$ cat config.mk
export PLATFORM = sky130hd
export DESIGN_NAME = spcw_scaler_core
export DESIGN_NICKNAME = d
export VERILOG_FILES = /design/src/shared/spcw_pkg.sv /design/src/rtl/spcw_scaler_core.sv
export VERILOG_INCLUDE_DIRS = /design/src /design/src/shared
export SDC_FILE = /design/constraint.sdc
export NUM_CORES = 1
export LEC_CHECK = 0
export ABC_CLOCK_PERIOD_IN_PS = 4200
export BUFFER_PORTS_ARGS = -buffer_cell sky130_fd_sc_hd__buf_2
export CAP_MARGIN = 20
export CORE_MARGIN = 2
export CORE_UTILIZATION = 30
export DETAILED_ROUTE_END_ITERATION = 7
export GPL_TIMING_DRIVEN = 0
export PLACE_DENSITY_LB_ADDON = 0.3
export SYNTH_ARGS = -nofsm -noshare
export SYNTH_HDL_FRONTEND = slang
export SYNTH_SLANG_ARGS = --single-unit
$ cat constraint.sdc
create_clock -name i_clk_sys -period 4.2 [get_ports i_clk_sys]
set_input_delay 0.42 -clock i_clk_sys [delete_from_list [all_inputs] [get_ports i_clk_sys]]
set_output_delay 0.42 -clock i_clk_sys [all_outputs]
set_load 0.05 [all_outputs]
$ cat src/shared/spcw_defines.svh
/*
 Register offsets, field positions, reset values and timing counts
 for the shared scaler and configuration word block.
 Assumes a 25 MHz system clock and a 14-bit Avalon-MM byte address.
*/
`ifndef SPCW_DEFINES_SVH
`define SPCW_DEFINES_SVH

// Byte addresses on the register bus
`define SPCW_OPT_ADDR     14'h0000
`define SPCW_TMR_ADDR     14'h0004
`define SPCW_CTL_ADDR     14'h0008
`define SPCW_STAT_ADDR    14'h000C
// Configuration word: printed index, byte address is four times it
`define SPCW_CFG_INDEX    14'h0FFF
`define SPCW_CFG_ADDR     (`SPCW_CFG_INDEX << 2)

// Option register fields
`define SPCW_OPT_W        6
`define SPCW_OPT_RESET    6'h3F
`define SPCW_ASSIGN_BIT   3
`define SPCW_RATIO_MSB    2
`define SPCW_RATIO_LSB    0

// Control register write strobes
`define SPCW_CTL_CLRWD    0
`define SPCW_CTL_SLEEP    1

// Configuration word fields
`define SPCW_CFG_W        12
`define SPCW_CFG_DEFAULT  12'hFFF
`define SPCW_CFG_WATCHDOG_ENABLE_BIT     2
`define SPCW_CFG_CP_LSB   3
`define SPCW_CFG_OSC_MSB  1

// Timing
`define SPCW_CLK_HZ       25000000
`define SPCW_DRT_MS       18
`define SPCW_DRT_CYCLES   ((`SPCW_CLK_HZ / 1000) * `SPCW_DRT_MS)
`define SPCW_INSTR_DIV    4

`endif

$ cat src/shared/spcw_pkg.sv
/*
 Types for the shared scaler and configuration word block.
 Assumes nothing beyond a SystemVerilog compiler.
*/
`default_nettype none
package spcw_pkg;
	typedef enum logic [1:0] {
		SPCW_OSC_LP = 2'h0,
		SPCW_OSC_XT = 2'h1,
		SPCW_OSC_HS = 2'h2,
		SPCW_OSC_RC = 2'h3
	} spcw_osc_t;

	typedef enum logic [2:0] {
		SPCW_ST_HOLD  = 3'h1,
		SPCW_ST_RUN   = 3'h2,
		SPCW_ST_SLEEP = 3'h4
	} spcw_state_t;
endpackage
`default_nettype wire

$ cat src/rtl/spcw_scaler_core.sv
/*
 Shared 8-bit scaler for the timer or the watchdog, timer count,
 watchdog counter, reset timer, sleep control and configuration word,
 behind an Avalon-MM slave with waitrequest.
 Assumes oscillator and watchdog RC pins are asynchronous to i_clk_sys
 and toggle well below a quarter of its rate.
*/
// Implementation choice: the Avalon-MM slave port.
`include "spcw_defines.svh"
`timescale 1ns/1ps
`default_nettype none
module spcw_scaler_core #(
	parameter int unsigned                   P_DRT_CYCLES  = `SPCW_DRT_CYCLES,
	// Fuse contents; value is a neutral default
	parameter logic [`SPCW_CFG_W-1:0]        P_CONFIG_WORD = `SPCW_CFG_DEFAULT,
	parameter bit                            P_SINGLE_CP   = 1'b0
) (
	// Clock and reset
	input  wire logic                        i_clk_sys,
	input  wire logic                        i_rst_b,
	// Avalon-MM slave
	input  wire logic [13:0]                 i_avs_address,
	input  wire logic                        i_avs_read,
	input  wire logic                        i_avs_write,
	input  wire logic [31:0]                 i_avs_writedata,
	input  wire logic [3:0]                  i_avs_byteenable,
	output logic      [31:0]                 o_avs_readdata,
	output logic                             o_avs_waitrequest,
	// Pins
	input  wire logic                        i_osc_input_pin,
	input  wire logic                        i_wdt_rc_osc,
	// Device status
	output logic                             o_chip_reset,
	output logic                             o_wdt_timeout,
	output logic                             o_sleeping,
	output logic      [1:0]                  o_osc_select_field,
	output logic                             o_ext_clock_accept,
	output logic                             o_code_protected,
	output logic                             o_wdt_enabled
);
	// Ratio n selects a mask of low scaler bits that must all be ones
	function automatic logic [7:0] scaler_mask(input logic to_wdt,
		input logic [2:0] n);
		logic [8:0] m;
		m = (9'h001 << ({1'b0, n} + {3'h0, ~to_wdt})) - 9'h001;
		return m[7:0];
	endfunction

	function automatic logic hit_addr(input logic [13:0] a,
		input logic [13:0] b);
		return a == b;
	endfunction

	logic [`SPCW_OPT_W-1:0] option_reg;
	logic [7:0]             scaler_reg;
	logic [7:0]             timer_count_reg;
	logic [7:0]             wdt_count_reg;
	logic                   timeout_flag_reg;
	logic                   ack_reg;
	logic [31:0]            rdata_reg;
	logic [1:0]             instr_div_reg;
	logic [$clog2(`SPCW_DRT_CYCLES+1)-1:0] drt_reg;
	spcw_pkg::spcw_state_t  state_reg;
	logic                   osc_meta_reg, osc_sync_reg, osc_prev_reg;
	logic                   wrc_meta_reg, wrc_sync_reg, wrc_prev_reg;

	logic                   scaler_assign_select;
	logic [2:0]             scaler_ratio_field;
	logic                   watchdog_enable_bit;
	logic [`SPCW_CFG_W-1:0] device_option_word;
	logic                   bus_req, bus_take, wr_take;
	logic                   tmr_wr, opt_wr, ctl_wr;
	logic                   watchdog_clear_instruction, sleep_req;
	logic                   osc_rise, wdt_rise, instr_tick, running;
	logic                   scaler_event, scaler_out;
	logic                   timer_step, wdt_step, wdt_timeout;

	assign scaler_assign_select = option_reg[`SPCW_ASSIGN_BIT];
	assign scaler_ratio_field =
		option_reg[`SPCW_RATIO_MSB:`SPCW_RATIO_LSB];

	// single protection bit variant masks upper bits
	assign device_option_word = P_SINGLE_CP ?
		{8'h00, P_CONFIG_WORD[3:0]} : P_CONFIG_WORD;
	// watchdog enable comes only from the fuse
	assign watchdog_enable_bit = device_option_word[`SPCW_CFG_WATCHDOG_ENABLE_BIT];
	// any zero in the protection field turns protection on
	assign o_code_protected = P_SINGLE_CP ?
		~device_option_word[`SPCW_CFG_CP_LSB] :
		~&device_option_word[`SPCW_CFG_W-1:`SPCW_CFG_CP_LSB];
	// oscillator selection straight from the fuse
	assign o_osc_select_field = device_option_word[`SPCW_CFG_OSC_MSB:0];
	// external clock allowed in all crystal modes
	assign o_ext_clock_accept = (o_osc_select_field !=
		spcw_pkg::SPCW_OSC_RC);
	assign o_wdt_enabled = watchdog_enable_bit;

	// Bus: one wait cycle, answer on the second edge
	assign bus_req           = i_avs_read | i_avs_write;
	assign o_avs_waitrequest = bus_req & ~ack_reg;
	assign bus_take          = bus_req & ~ack_reg;
	// Writes act at the completing edge, when waitrequest is low
	assign wr_take           = bus_req & ack_reg & i_avs_write &
		i_avs_byteenable[0];
	assign opt_wr = wr_take & hit_addr(i_avs_address, `SPCW_OPT_ADDR);
	assign tmr_wr = wr_take & hit_addr(i_avs_address, `SPCW_TMR_ADDR);
	assign ctl_wr = wr_take & hit_addr(i_avs_address, `SPCW_CTL_ADDR);
	assign watchdog_clear_instruction = ctl_wr &
		i_avs_writedata[`SPCW_CTL_CLRWD];
	assign sleep_req = ctl_wr & i_avs_writedata[`SPCW_CTL_SLEEP];
	assign o_avs_readdata = rdata_reg;

	always_ff @(posedge i_clk_sys or negedge i_rst_b) begin
		if (!i_rst_b) begin
			ack_reg <= 1'b0;
		end else begin
			ack_reg <= bus_take;
		end
	end

	// scaler never appears in the read map
	always_ff @(posedge i_clk_sys or negedge i_rst_b) begin
		if (!i_rst_b) begin
			rdata_reg <= 32'h0000_0000;
		end else if (bus_take && i_avs_read) begin
			rdata_reg <= 32'h0000_0000;
			if (hit_addr(i_avs_address, `SPCW_OPT_ADDR)) begin
				rdata_reg[`SPCW_OPT_W-1:0] <= option_reg;
			end else if (hit_addr(i_avs_address, `SPCW_TMR_ADDR)) begin
				rdata_reg[7:0] <= timer_count_reg;
			end else if (hit_addr(i_avs_address, `SPCW_STAT_ADDR)) begin
				rdata_reg[7:0]  <= wdt_count_reg;
				rdata_reg[8]    <= timeout_flag_reg;
				rdata_reg[11:9] <= state_reg;
			end else if (hit_addr(i_avs_address, `SPCW_CFG_ADDR)) begin
				rdata_reg[`SPCW_CFG_W-1:0] <= device_option_word;
			end
		end
	end

	// Pin synchronisers; edges come from the second and third stages only
	always_ff @(posedge i_clk_sys or negedge i_rst_b) begin
		if (!i_rst_b) begin
			osc_meta_reg <= 1'b0;
			osc_sync_reg <= 1'b0;
			osc_prev_reg <= 1'b0;
			wrc_meta_reg <= 1'b0;
			wrc_sync_reg <= 1'b0;
			wrc_prev_reg <= 1'b0;
		end else begin
			osc_meta_reg <= i_osc_input_pin;
			osc_sync_reg <= osc_meta_reg;
			osc_prev_reg <= osc_sync_reg;
			wrc_meta_reg <= i_wdt_rc_osc;
			wrc_sync_reg <= wrc_meta_reg;
			wrc_prev_reg <= wrc_sync_reg;
		end
	end
	assign osc_rise = osc_sync_reg & ~osc_prev_reg;
	// watchdog ticks from its own RC oscillator
	assign wdt_rise = wrc_sync_reg & ~wrc_prev_reg;

	// Instruction cycle is oscillator divided by four
	always_ff @(posedge i_clk_sys or negedge i_rst_b) begin
		if (!i_rst_b) begin
			instr_div_reg <= 2'h0;
		end else if (osc_rise) begin
			instr_div_reg <= instr_div_reg + 2'h1;
		end
	end
	assign running    = (state_reg == spcw_pkg::SPCW_ST_RUN);
	// Core stops in sleep, so the timer source stops too
	assign instr_tick = osc_rise & (instr_div_reg ==
		2'(`SPCW_INSTR_DIV - 1)) & running;

	// one scaler, input chosen by the assignment bit
	// zero picks the timer, one the watchdog
	assign scaler_event = scaler_assign_select ? wdt_rise : instr_tick;
	// full period reached when masked low bits are all ones
	assign scaler_out = scaler_event & ((scaler_reg &
		scaler_mask(scaler_assign_select, scaler_ratio_field)) ==
		scaler_mask(scaler_assign_select, scaler_ratio_field));

	// assigned unit steps once per scaler period
	// Without the scaler the timer counts every instruction cycle
	assign timer_step = scaler_assign_select ? instr_tick : scaler_out;
	assign wdt_step   = scaler_assign_select ? scaler_out : wdt_rise;
	assign wdt_timeout = watchdog_enable_bit & wdt_step &
		(wdt_count_reg == 8'hFF) & ~o_chip_reset &
		~watchdog_clear_instruction;
	assign o_wdt_timeout = wdt_timeout;

	always_ff @(posedge i_clk_sys or negedge i_rst_b) begin
		if (!i_rst_b) begin
			scaler_reg <= 8'h00;
		end else if (wdt_timeout) begin
			// watchdog reset clears it as well
			scaler_reg <= 8'h00;
		end else if (tmr_wr && !scaler_assign_select) begin
			scaler_reg <= 8'h00;
		end else if (watchdog_clear_instruction && scaler_assign_select) begin
			scaler_reg <= 8'h00;
		end else if (scaler_event) begin
			scaler_reg <= scaler_reg + 8'h01;
		end
	end

	// option may be rewritten at any time
	always_ff @(posedge i_clk_sys or negedge i_rst_b) begin
		if (!i_rst_b) begin
			option_reg <= `SPCW_OPT_RESET;
		end else if (wdt_timeout) begin
			option_reg <= `SPCW_OPT_RESET;
		end else if (opt_wr) begin
			option_reg <= i_avs_writedata[`SPCW_OPT_W-1:0];
		end
	end

	// Timer count keeps its value across a watchdog reset
	always_ff @(posedge i_clk_sys or negedge i_rst_b) begin
		if (!i_rst_b) begin
			timer_count_reg <= 8'h00;
		end else if (tmr_wr) begin
			timer_count_reg <= i_avs_writedata[7:0];
		end else if (timer_step) begin
			timer_count_reg <= timer_count_reg + 8'h01;
		end
	end

	// clear instruction resets the watchdog counter
	always_ff @(posedge i_clk_sys or negedge i_rst_b) begin
		if (!i_rst_b) begin
			wdt_count_reg <= 8'h00;
		end else if (watchdog_clear_instruction || wdt_timeout) begin
			wdt_count_reg <= 8'h00;
		end else if (watchdog_enable_bit && wdt_step && !o_chip_reset) begin
			wdt_count_reg <= wdt_count_reg + 8'h01;
		end
	end

	// Timeout flag: clear wins over set, as it masks wdt_timeout
	always_ff @(posedge i_clk_sys or negedge i_rst_b) begin
		if (!i_rst_b) begin
			timeout_flag_reg <= 1'b0;
		end else if (wdt_timeout) begin
			timeout_flag_reg <= 1'b1;
		end else if (watchdog_clear_instruction) begin
			timeout_flag_reg <= 1'b0;
		end
	end

	// reset timer restarts on every device reset
	always_ff @(posedge i_clk_sys or negedge i_rst_b) begin
		if (!i_rst_b) begin
			drt_reg <= '0;
		end else if (wdt_timeout) begin
			drt_reg <= '0;
		end else if (state_reg == spcw_pkg::SPCW_ST_HOLD) begin
			drt_reg <= drt_reg + 1'b1;
		end
	end

	always_ff @(posedge i_clk_sys or negedge i_rst_b) begin
		if (!i_rst_b) begin
			state_reg <= spcw_pkg::SPCW_ST_HOLD;
		end else begin
			case (state_reg)
				spcw_pkg::SPCW_ST_HOLD: begin
					if (32'(drt_reg) >= P_DRT_CYCLES - 1) begin
						state_reg <= spcw_pkg::SPCW_ST_RUN;
					end
				end
				spcw_pkg::SPCW_ST_RUN: begin
					if (wdt_timeout) begin
						state_reg <= spcw_pkg::SPCW_ST_HOLD;
					end else if (sleep_req) begin
						state_reg <= spcw_pkg::SPCW_ST_SLEEP;
					end
				end
				spcw_pkg::SPCW_ST_SLEEP: begin
					// only a watchdog timeout wakes it here
					if (wdt_timeout) begin
						state_reg <= spcw_pkg::SPCW_ST_HOLD;
					end
				end
				default: begin
					state_reg <= spcw_pkg::SPCW_ST_HOLD;
				end
			endcase
		end
	end
	assign o_chip_reset = (state_reg == spcw_pkg::SPCW_ST_HOLD);
	assign o_sleeping   = (state_reg == spcw_pkg::SPCW_ST_SLEEP);
endmodule
`default_nettype wire

# [After elaboration in Yosys (flattened, before gate mapping)]
# Cells that the tools add are included.
# W data, S select, Z words.
[classes] magnitude_cmp=1 bitwise_logic=25 muxes=28 n_eq_ne=13 n_reduce_logical=15 addsub=7 shift=1
[ops] operator="$mux W8" n=9
[ops] operator="$mux W19" n=2
[ops] operator="$eq A14 B4 Y1 const B" n=2
[ops] operator="$add A8 B1 Y8 const B" n=3
[ops] operator="$mux W12" n=2
[ops] operator="$mux W6" n=4
[ops] operator="$add A19 B1 Y19 const B" n=1
[ops] operator="$ge A19 B19 Y1 const B" n=1
[ops] operator="$and A1 B1 Y1" n=17
[ops] operator="$eq A14 B14 Y1 const B" n=1
[ops] operator="$eq A14 B3 Y1 const B" n=1
[ops] operator="$logic_not A14 Y1" n=1
[ops] operator="$mux W3" n=4
[ops] operator="$reduce_bool A2 Y1" n=5
[ops] operator="$pmux W3 S3" n=1
[ops] operator="$and A8 B8 Y8" n=1
[ops] operator="$eq A8 B8 Y1" n=1
[ops] operator="$eq A8 B8 Y1 const B" n=1
[ops] operator="$shl A1 B4 Y8 const A" n=1
[ops] operator="$sub A8 B1 Y8 const B" n=1
[ops] operator="$not A1 Y1" n=6
[ops] operator="$mux W1" n=5
[ops] operator="$add A3 B1 Y4" n=1
[ops] operator="$logic_and A1 B1 Y1" n=4
[ops] operator="13 further kinds" n=15
[totals] output_inout_bits=41 register_bits=74 inputBits=56 wordCells=106

# [Logic depth before layout (Yosys ltp)]
[depth] depth_word=13 mapped_depth=16 mapped_depth_nobuf=14

# [Least setup slack after synthesis]
# OpenSTA, ideal clock, no wires.
[synth_path] kind="register -> output" from="register option_reg[3]" to="output o_wdt_timeout" path_slack_ns=-1.149 path_stages_with_launch=15 required_time_ns=3.780 arrival_time_ns=4.929 n_path_buf=2 cell_sequence="dfstp_2 > inv_1 > ha_1 > ha_1 > buf_6 > and2b_1 > o32ai_4 > or2b_2 > ha_1 > o221ai_1 > a311o_1 > nor4_2 > a41oi_2 > buf_6 > nor4_1"
[synth_between] elab_chain_len=11 elab_cells_between_ends=12 classes_between="add/sub (2); eq/ne (1); shift (1); mux (2); bitwise (6)"
[synth_lines] element="start: declaration" line="spcw_scaler_core.sv:54" rtl="logic [`SPCW_OPT_W-1:0] option_reg;"
[synth_lines] element="start signal: assignment" line="spcw_scaler_core.sv:211" rtl="option_reg <= `SPCW_OPT_RESET;"
[synth_lines] element="start signal: assignment" line="spcw_scaler_core.sv:213" rtl="option_reg <= `SPCW_OPT_RESET;"
[synth_lines] element="start signal: assignment" line="spcw_scaler_core.sv:215" rtl="option_reg <= i_avs_writedata[`SPCW_OPT_W-1:0];"
[synth_lines] element="$not A1 Y1" line="spcw_scaler_core.sv:45" rtl="m = (9'h001 << ({1'b0, n} + {3'h0, ~to_wdt})) - 9'h001;"
[synth_lines] element="$add A3 B1 Y4" line="spcw_scaler_core.sv:45"
[synth_lines] element="$shl A1 B4 Y8" line="spcw_scaler_core.sv:45"
[synth_lines] element="$sub A8 B1 Y8" line="spcw_scaler_core.sv:45"
[synth_lines] element="$and A8 B8 Y8" line="spcw_scaler_core.sv:180" rtl="assign scaler_out = scaler_event & ((scaler_reg &"
[synth_lines] element="$eq A8 B8 Y1" line="spcw_scaler_core.sv:181" rtl="scaler_mask(scaler_assign_select, scaler_ratio_field)) =="
[synth_lines] element="$and A1 B1 Y1" line="spcw_scaler_core.sv:180"
[synth_lines] element="$mux W1 (*)" line="spcw_scaler_core.sv:187" rtl="assign wdt_step = scaler_assign_select ? scaler_out : wdt_rise;"
[synth_lines] element="$and A1 B1 Y1 (*)" line="spcw_scaler_core.sv:188" rtl="assign wdt_timeout = watchdog_enable_bit & wdt_step &"
[synth_lines] element="$and A1 B1 Y1 (*) (2 in series)" line="spcw_scaler_core.sv:189" rtl="(wdt_count_reg == 8'hFF) & ~o_chip_reset &"
[synth_lines] element="end: declaration" line="spcw_scaler_core.sv:34" rtl="output logic o_wdt_timeout,"
# Every way passes the cells marked *; elsewhere a longest branch is shown, timed or not.

# [Worst setup path in the final report]
# Same ends and word-level chain as after synthesis.

==> impl_metrics.tcl <==
set metrics [dict create \
    max_stage_delay_ns 0.57 \
    tightest_slew_ns 0.995 \
    worst-path-buf-inv 3 \
    syn_to_final_growth_pct 23.2 \
    synth.distinct_cells 73 \
    synthesis.area_mm2 0.00459 \
    clk_pin_slew_ns 0.06 \
    synth_edf_count 0 \
    max_freq_mhz 239 \
    via_per_inst 4.96 \
    yosys.area.top_type "dfrtp_1" \
    largest_reg_flops 19 \
    vias 3857 \
    leakage_nw 2.43 \
    utilization 0.375 \
    cts_tree "done" \
    grt_pass1_vias 3797 \
    design.core.area_mm2 0.0151 \
    setup_viol 0 \
    grt_max_degree 49 \
    cp_data_required_time_ns 3.78 \
    finalCritPeriodShare 0.994 \
    drtIter0Drc 189 \
    slew_viol_final 0 \
    grt_setup_unrepaired "yes" \
    endpoint_kind "primary output" \
    power.density_mw_per_mm2 393 \
    overflow 0 \
    tns_ns 0 \
    grt_first_pass_wirelength_um 18900 \
    cts-root-buf "clkbuf_16" \
    dr.pass1.iters 4 \
    timing.final.hold_violations 0 \
    routed_wl_um 11300 \
    fin_cells 777 \
    clk_latency_ns 0.34 \
    cts_buffers 9 \
    finClkSkew_ns 0.00524 \
    gp_congestion 0.881 \
    cp.depth 14 \
    cap_violations 0 \
    rr_endpoint "wdt_count_reg[6]" \
    r2r_start "option_reg[3]" \
    syn_inst 496 \
    initial_core_util 0.304 \
    critPathLaunchType "flop" \
    peakVddDrop_mv 0.249 \
    chipWidth_um 128 \
    drive_gt1_frac 0.241 \
    clk_path_buf_depth 2 \
    drc 0 \
    status "complete, no violations" \
    cts.sinks 74 \
    layout_min_cycle_time_ns 4.18 \
    seq_area_frac_synth 0.405 \
    crit_path_max_fanout 4 \
    ys_async_sr_fraction 1.00 \
    fill_cells 1514 \
    ys.flop_type "dfrtp_1" \
    rrSetupSlack_ns 0.23 \
    antenna_found_initial 0 \
    worstPathArrival_ns 3.76 \
    die_h_um 128 \
    final_area_mm2 0.00566 \
    slowest_stage "dfstp_2" \
    portBuffers 44 \
    ios 97 \
    ys_seq_elements 74 \
    hold_path.class "in2reg" \
    path_delay_family "simple AND/OR/NAND/NOR gates" \
    dp_hpwl_um 8510 \
    rr_worst_depth 15 \
    place_inst 752 \
    crit_path_end "o_wdt_timeout" \
    placed_cell_area_mm2 0.00524 \
    diodes 0 \
    postRouteAntennaNets 0 \
    row_count 45 \
    wl_per_cell_um 14.5 \
    critPathMostFrequentCell "ha_4" \
    yosysWarnings 0 \
    avgSynthCellArea_um2 9.26 \
    nets 649 \
    path_class "reg2out" \
    synth.area.top_cells "dfrtp_1 37%, nor2_1 4.6%, buf_4 4.1%" \
    yosys.area.top_type_share 0.365 \
    startpoint "option_reg[3]" \
    die_area_mm2 0.0163 \
    grt_usage 0.145 \
    crit_chain "inv_6 > ha_4 > ha_4 > and2b_2 > o32ai_4 > or2b_4 > ha_4 > o221ai_2 > a311o_1 > nor4_4 > a41oi_4 > buf_6 > nor4_4 > buf_6" \
    htreeDepth 3 \
    maxSlewHeadroom 0.319 \
]
synth_stat cells, types with 2 or more instances:
cell type	count
dfstp_2	7
nor2b_1	9
nor4_1	4
nor3_1	11
or4_1	7
o21a_1	2
a211o_1	6
xor2_1	8
o41ai_1	5
and2_1	7
nor4_2	2
nand4_1	10
nand2_1	45
mux2_2	3
inv_1	10
nand3_1	18
clkbuf_1	6
and3_1	10
buf_4	25
a21oi_1	25
nand2b_1	6
dfrtp_1	67
buf_2	2
buf_6	7
ha_1	9
mux2i_1	12
or3_1	7
o31ai_1	3
or3_2	2
o41ai_4	2
xnor2_1	19
o211ai_1	3
nor2_1	56
o21ai_0	30
conb_1	2
or2_2	3
nand4b_1	3
a31oi_1	8
repair_timing:
action | CTS | global route
endpoints found under the hold margin | 1 | 0
hold buffers | 1 | 0
endpoints found under the setup margin | 43 | 24
buffers inserted | 7 | 2
gates resized for setup | 6 | 1
pin swaps | 8 | 3
worst min-delay path by stage:
| stage | from | slack [ns] | to | cells past startpoint |
|---|---|---|---|---|
| after global placement | osc_meta_reg | 0.34 | osc_sync_reg | 0 |
| after CTS | i_osc_input_pin | 0.17 | osc_meta_reg | 1 |
| after detailed placement | osc_meta_reg | 0.33 | osc_sync_reg | 0 |
| final | i_osc_input_pin | 0.18 | osc_meta_reg | 1 |
| after global routing | i_osc_input_pin | 0.17 | osc_meta_reg | 1 |
| after floorplan | i_rst_b | 0.12 | ack_reg | 0 |
cell families (layout without fill, tap and decap cells):
family | after synthesis | count (layout) | synth area share
other | 2 | 25 | 0.00164
adders and majority gates | 9 | 9 | 0.0245
muxes | 16 | 16 | 0.0360
AOI/OAI and AO/OA | 101 | 101 | 0.158
DFF | 74 | 74 | 0.405
and+or+nand+nor | 213 | 213 | 0.242
xor gates and xnor gates | 28 | 28 | 0.0575
buffers and inverters | 53 | 123 | 0.0760
worst register-to-register path, delay by kind of cell (launching register included):
kind	cells	cell delay, ns
buffers and inverters	3	0.37
AOI/OAI and AO/OA	4	0.86
DFF	1	0.57
adders and majority gates	3	0.58
and+or+nand+nor	4	1.12
muxes	1	0.34
per-layer routing:
| layer | vias to the layer above | GRT usage | share of wire |
|---|---|---|---|
| met5 | - | 0 | 0 |
| met4 | 0 | 0.0407 | 0.013 |
| met3 | 12 | 0.0351 | 0.052 |
| met2 | 102 | 0.235 | 0.45 |
| met1 | 1840 | 0.194 | 0.48 |
| li1 | 1903 | - | - |
stage by stage:
stage               power (mW)  hold WS [ns]  worst slack (ns)
CTS                       2.25         0.173           -0.0300
finish                    2.22         0.183            0.0237
global route              2.36         0.175            -0.152
detailed placement        1.38         0.335            -0.433
global placement          1.36         0.342            -0.411
floorplan                 1.26         0.124            -0.151
placed cells by master (no fill, tap or decap), drive strengths merged, types with 17 or more instances in the layout:
| cell | n |
|---|---|
| buf | 88 |
| dfrtp | 67 |
| nor2 | 57 |
| nand2 | 45 |
| o21ai | 31 |
| a21oi | 25 |
| conb | 25 |
| xnor2 | 20 |
| nand3 | 19 |
| clkbuf | 17 |
final cells by class:
cell class                      instances  area (um2)  area share
Buffer                                 41         297      0.0524
Clock buffer                           10         239      0.0422
Clock inverter                          6        90.1      0.0159
Inverter                               11        46.3     0.00818
Multi-Input combinational cell        392        2560       0.452
Sequential cell                        74        1860       0.329
Tap cell                              188         235      0.0416
Timing Repair Buffer                   55         334      0.0590
where the power goes:
part / switching, mW / internal, mW / total [mW]
registers: 0.121 / 0.818 / 0.939
logic: 0.259 / 0.184 / 0.443
clock network: 0.305 / 0.537 / 0.842
Power figures use the tool's default switching activity.
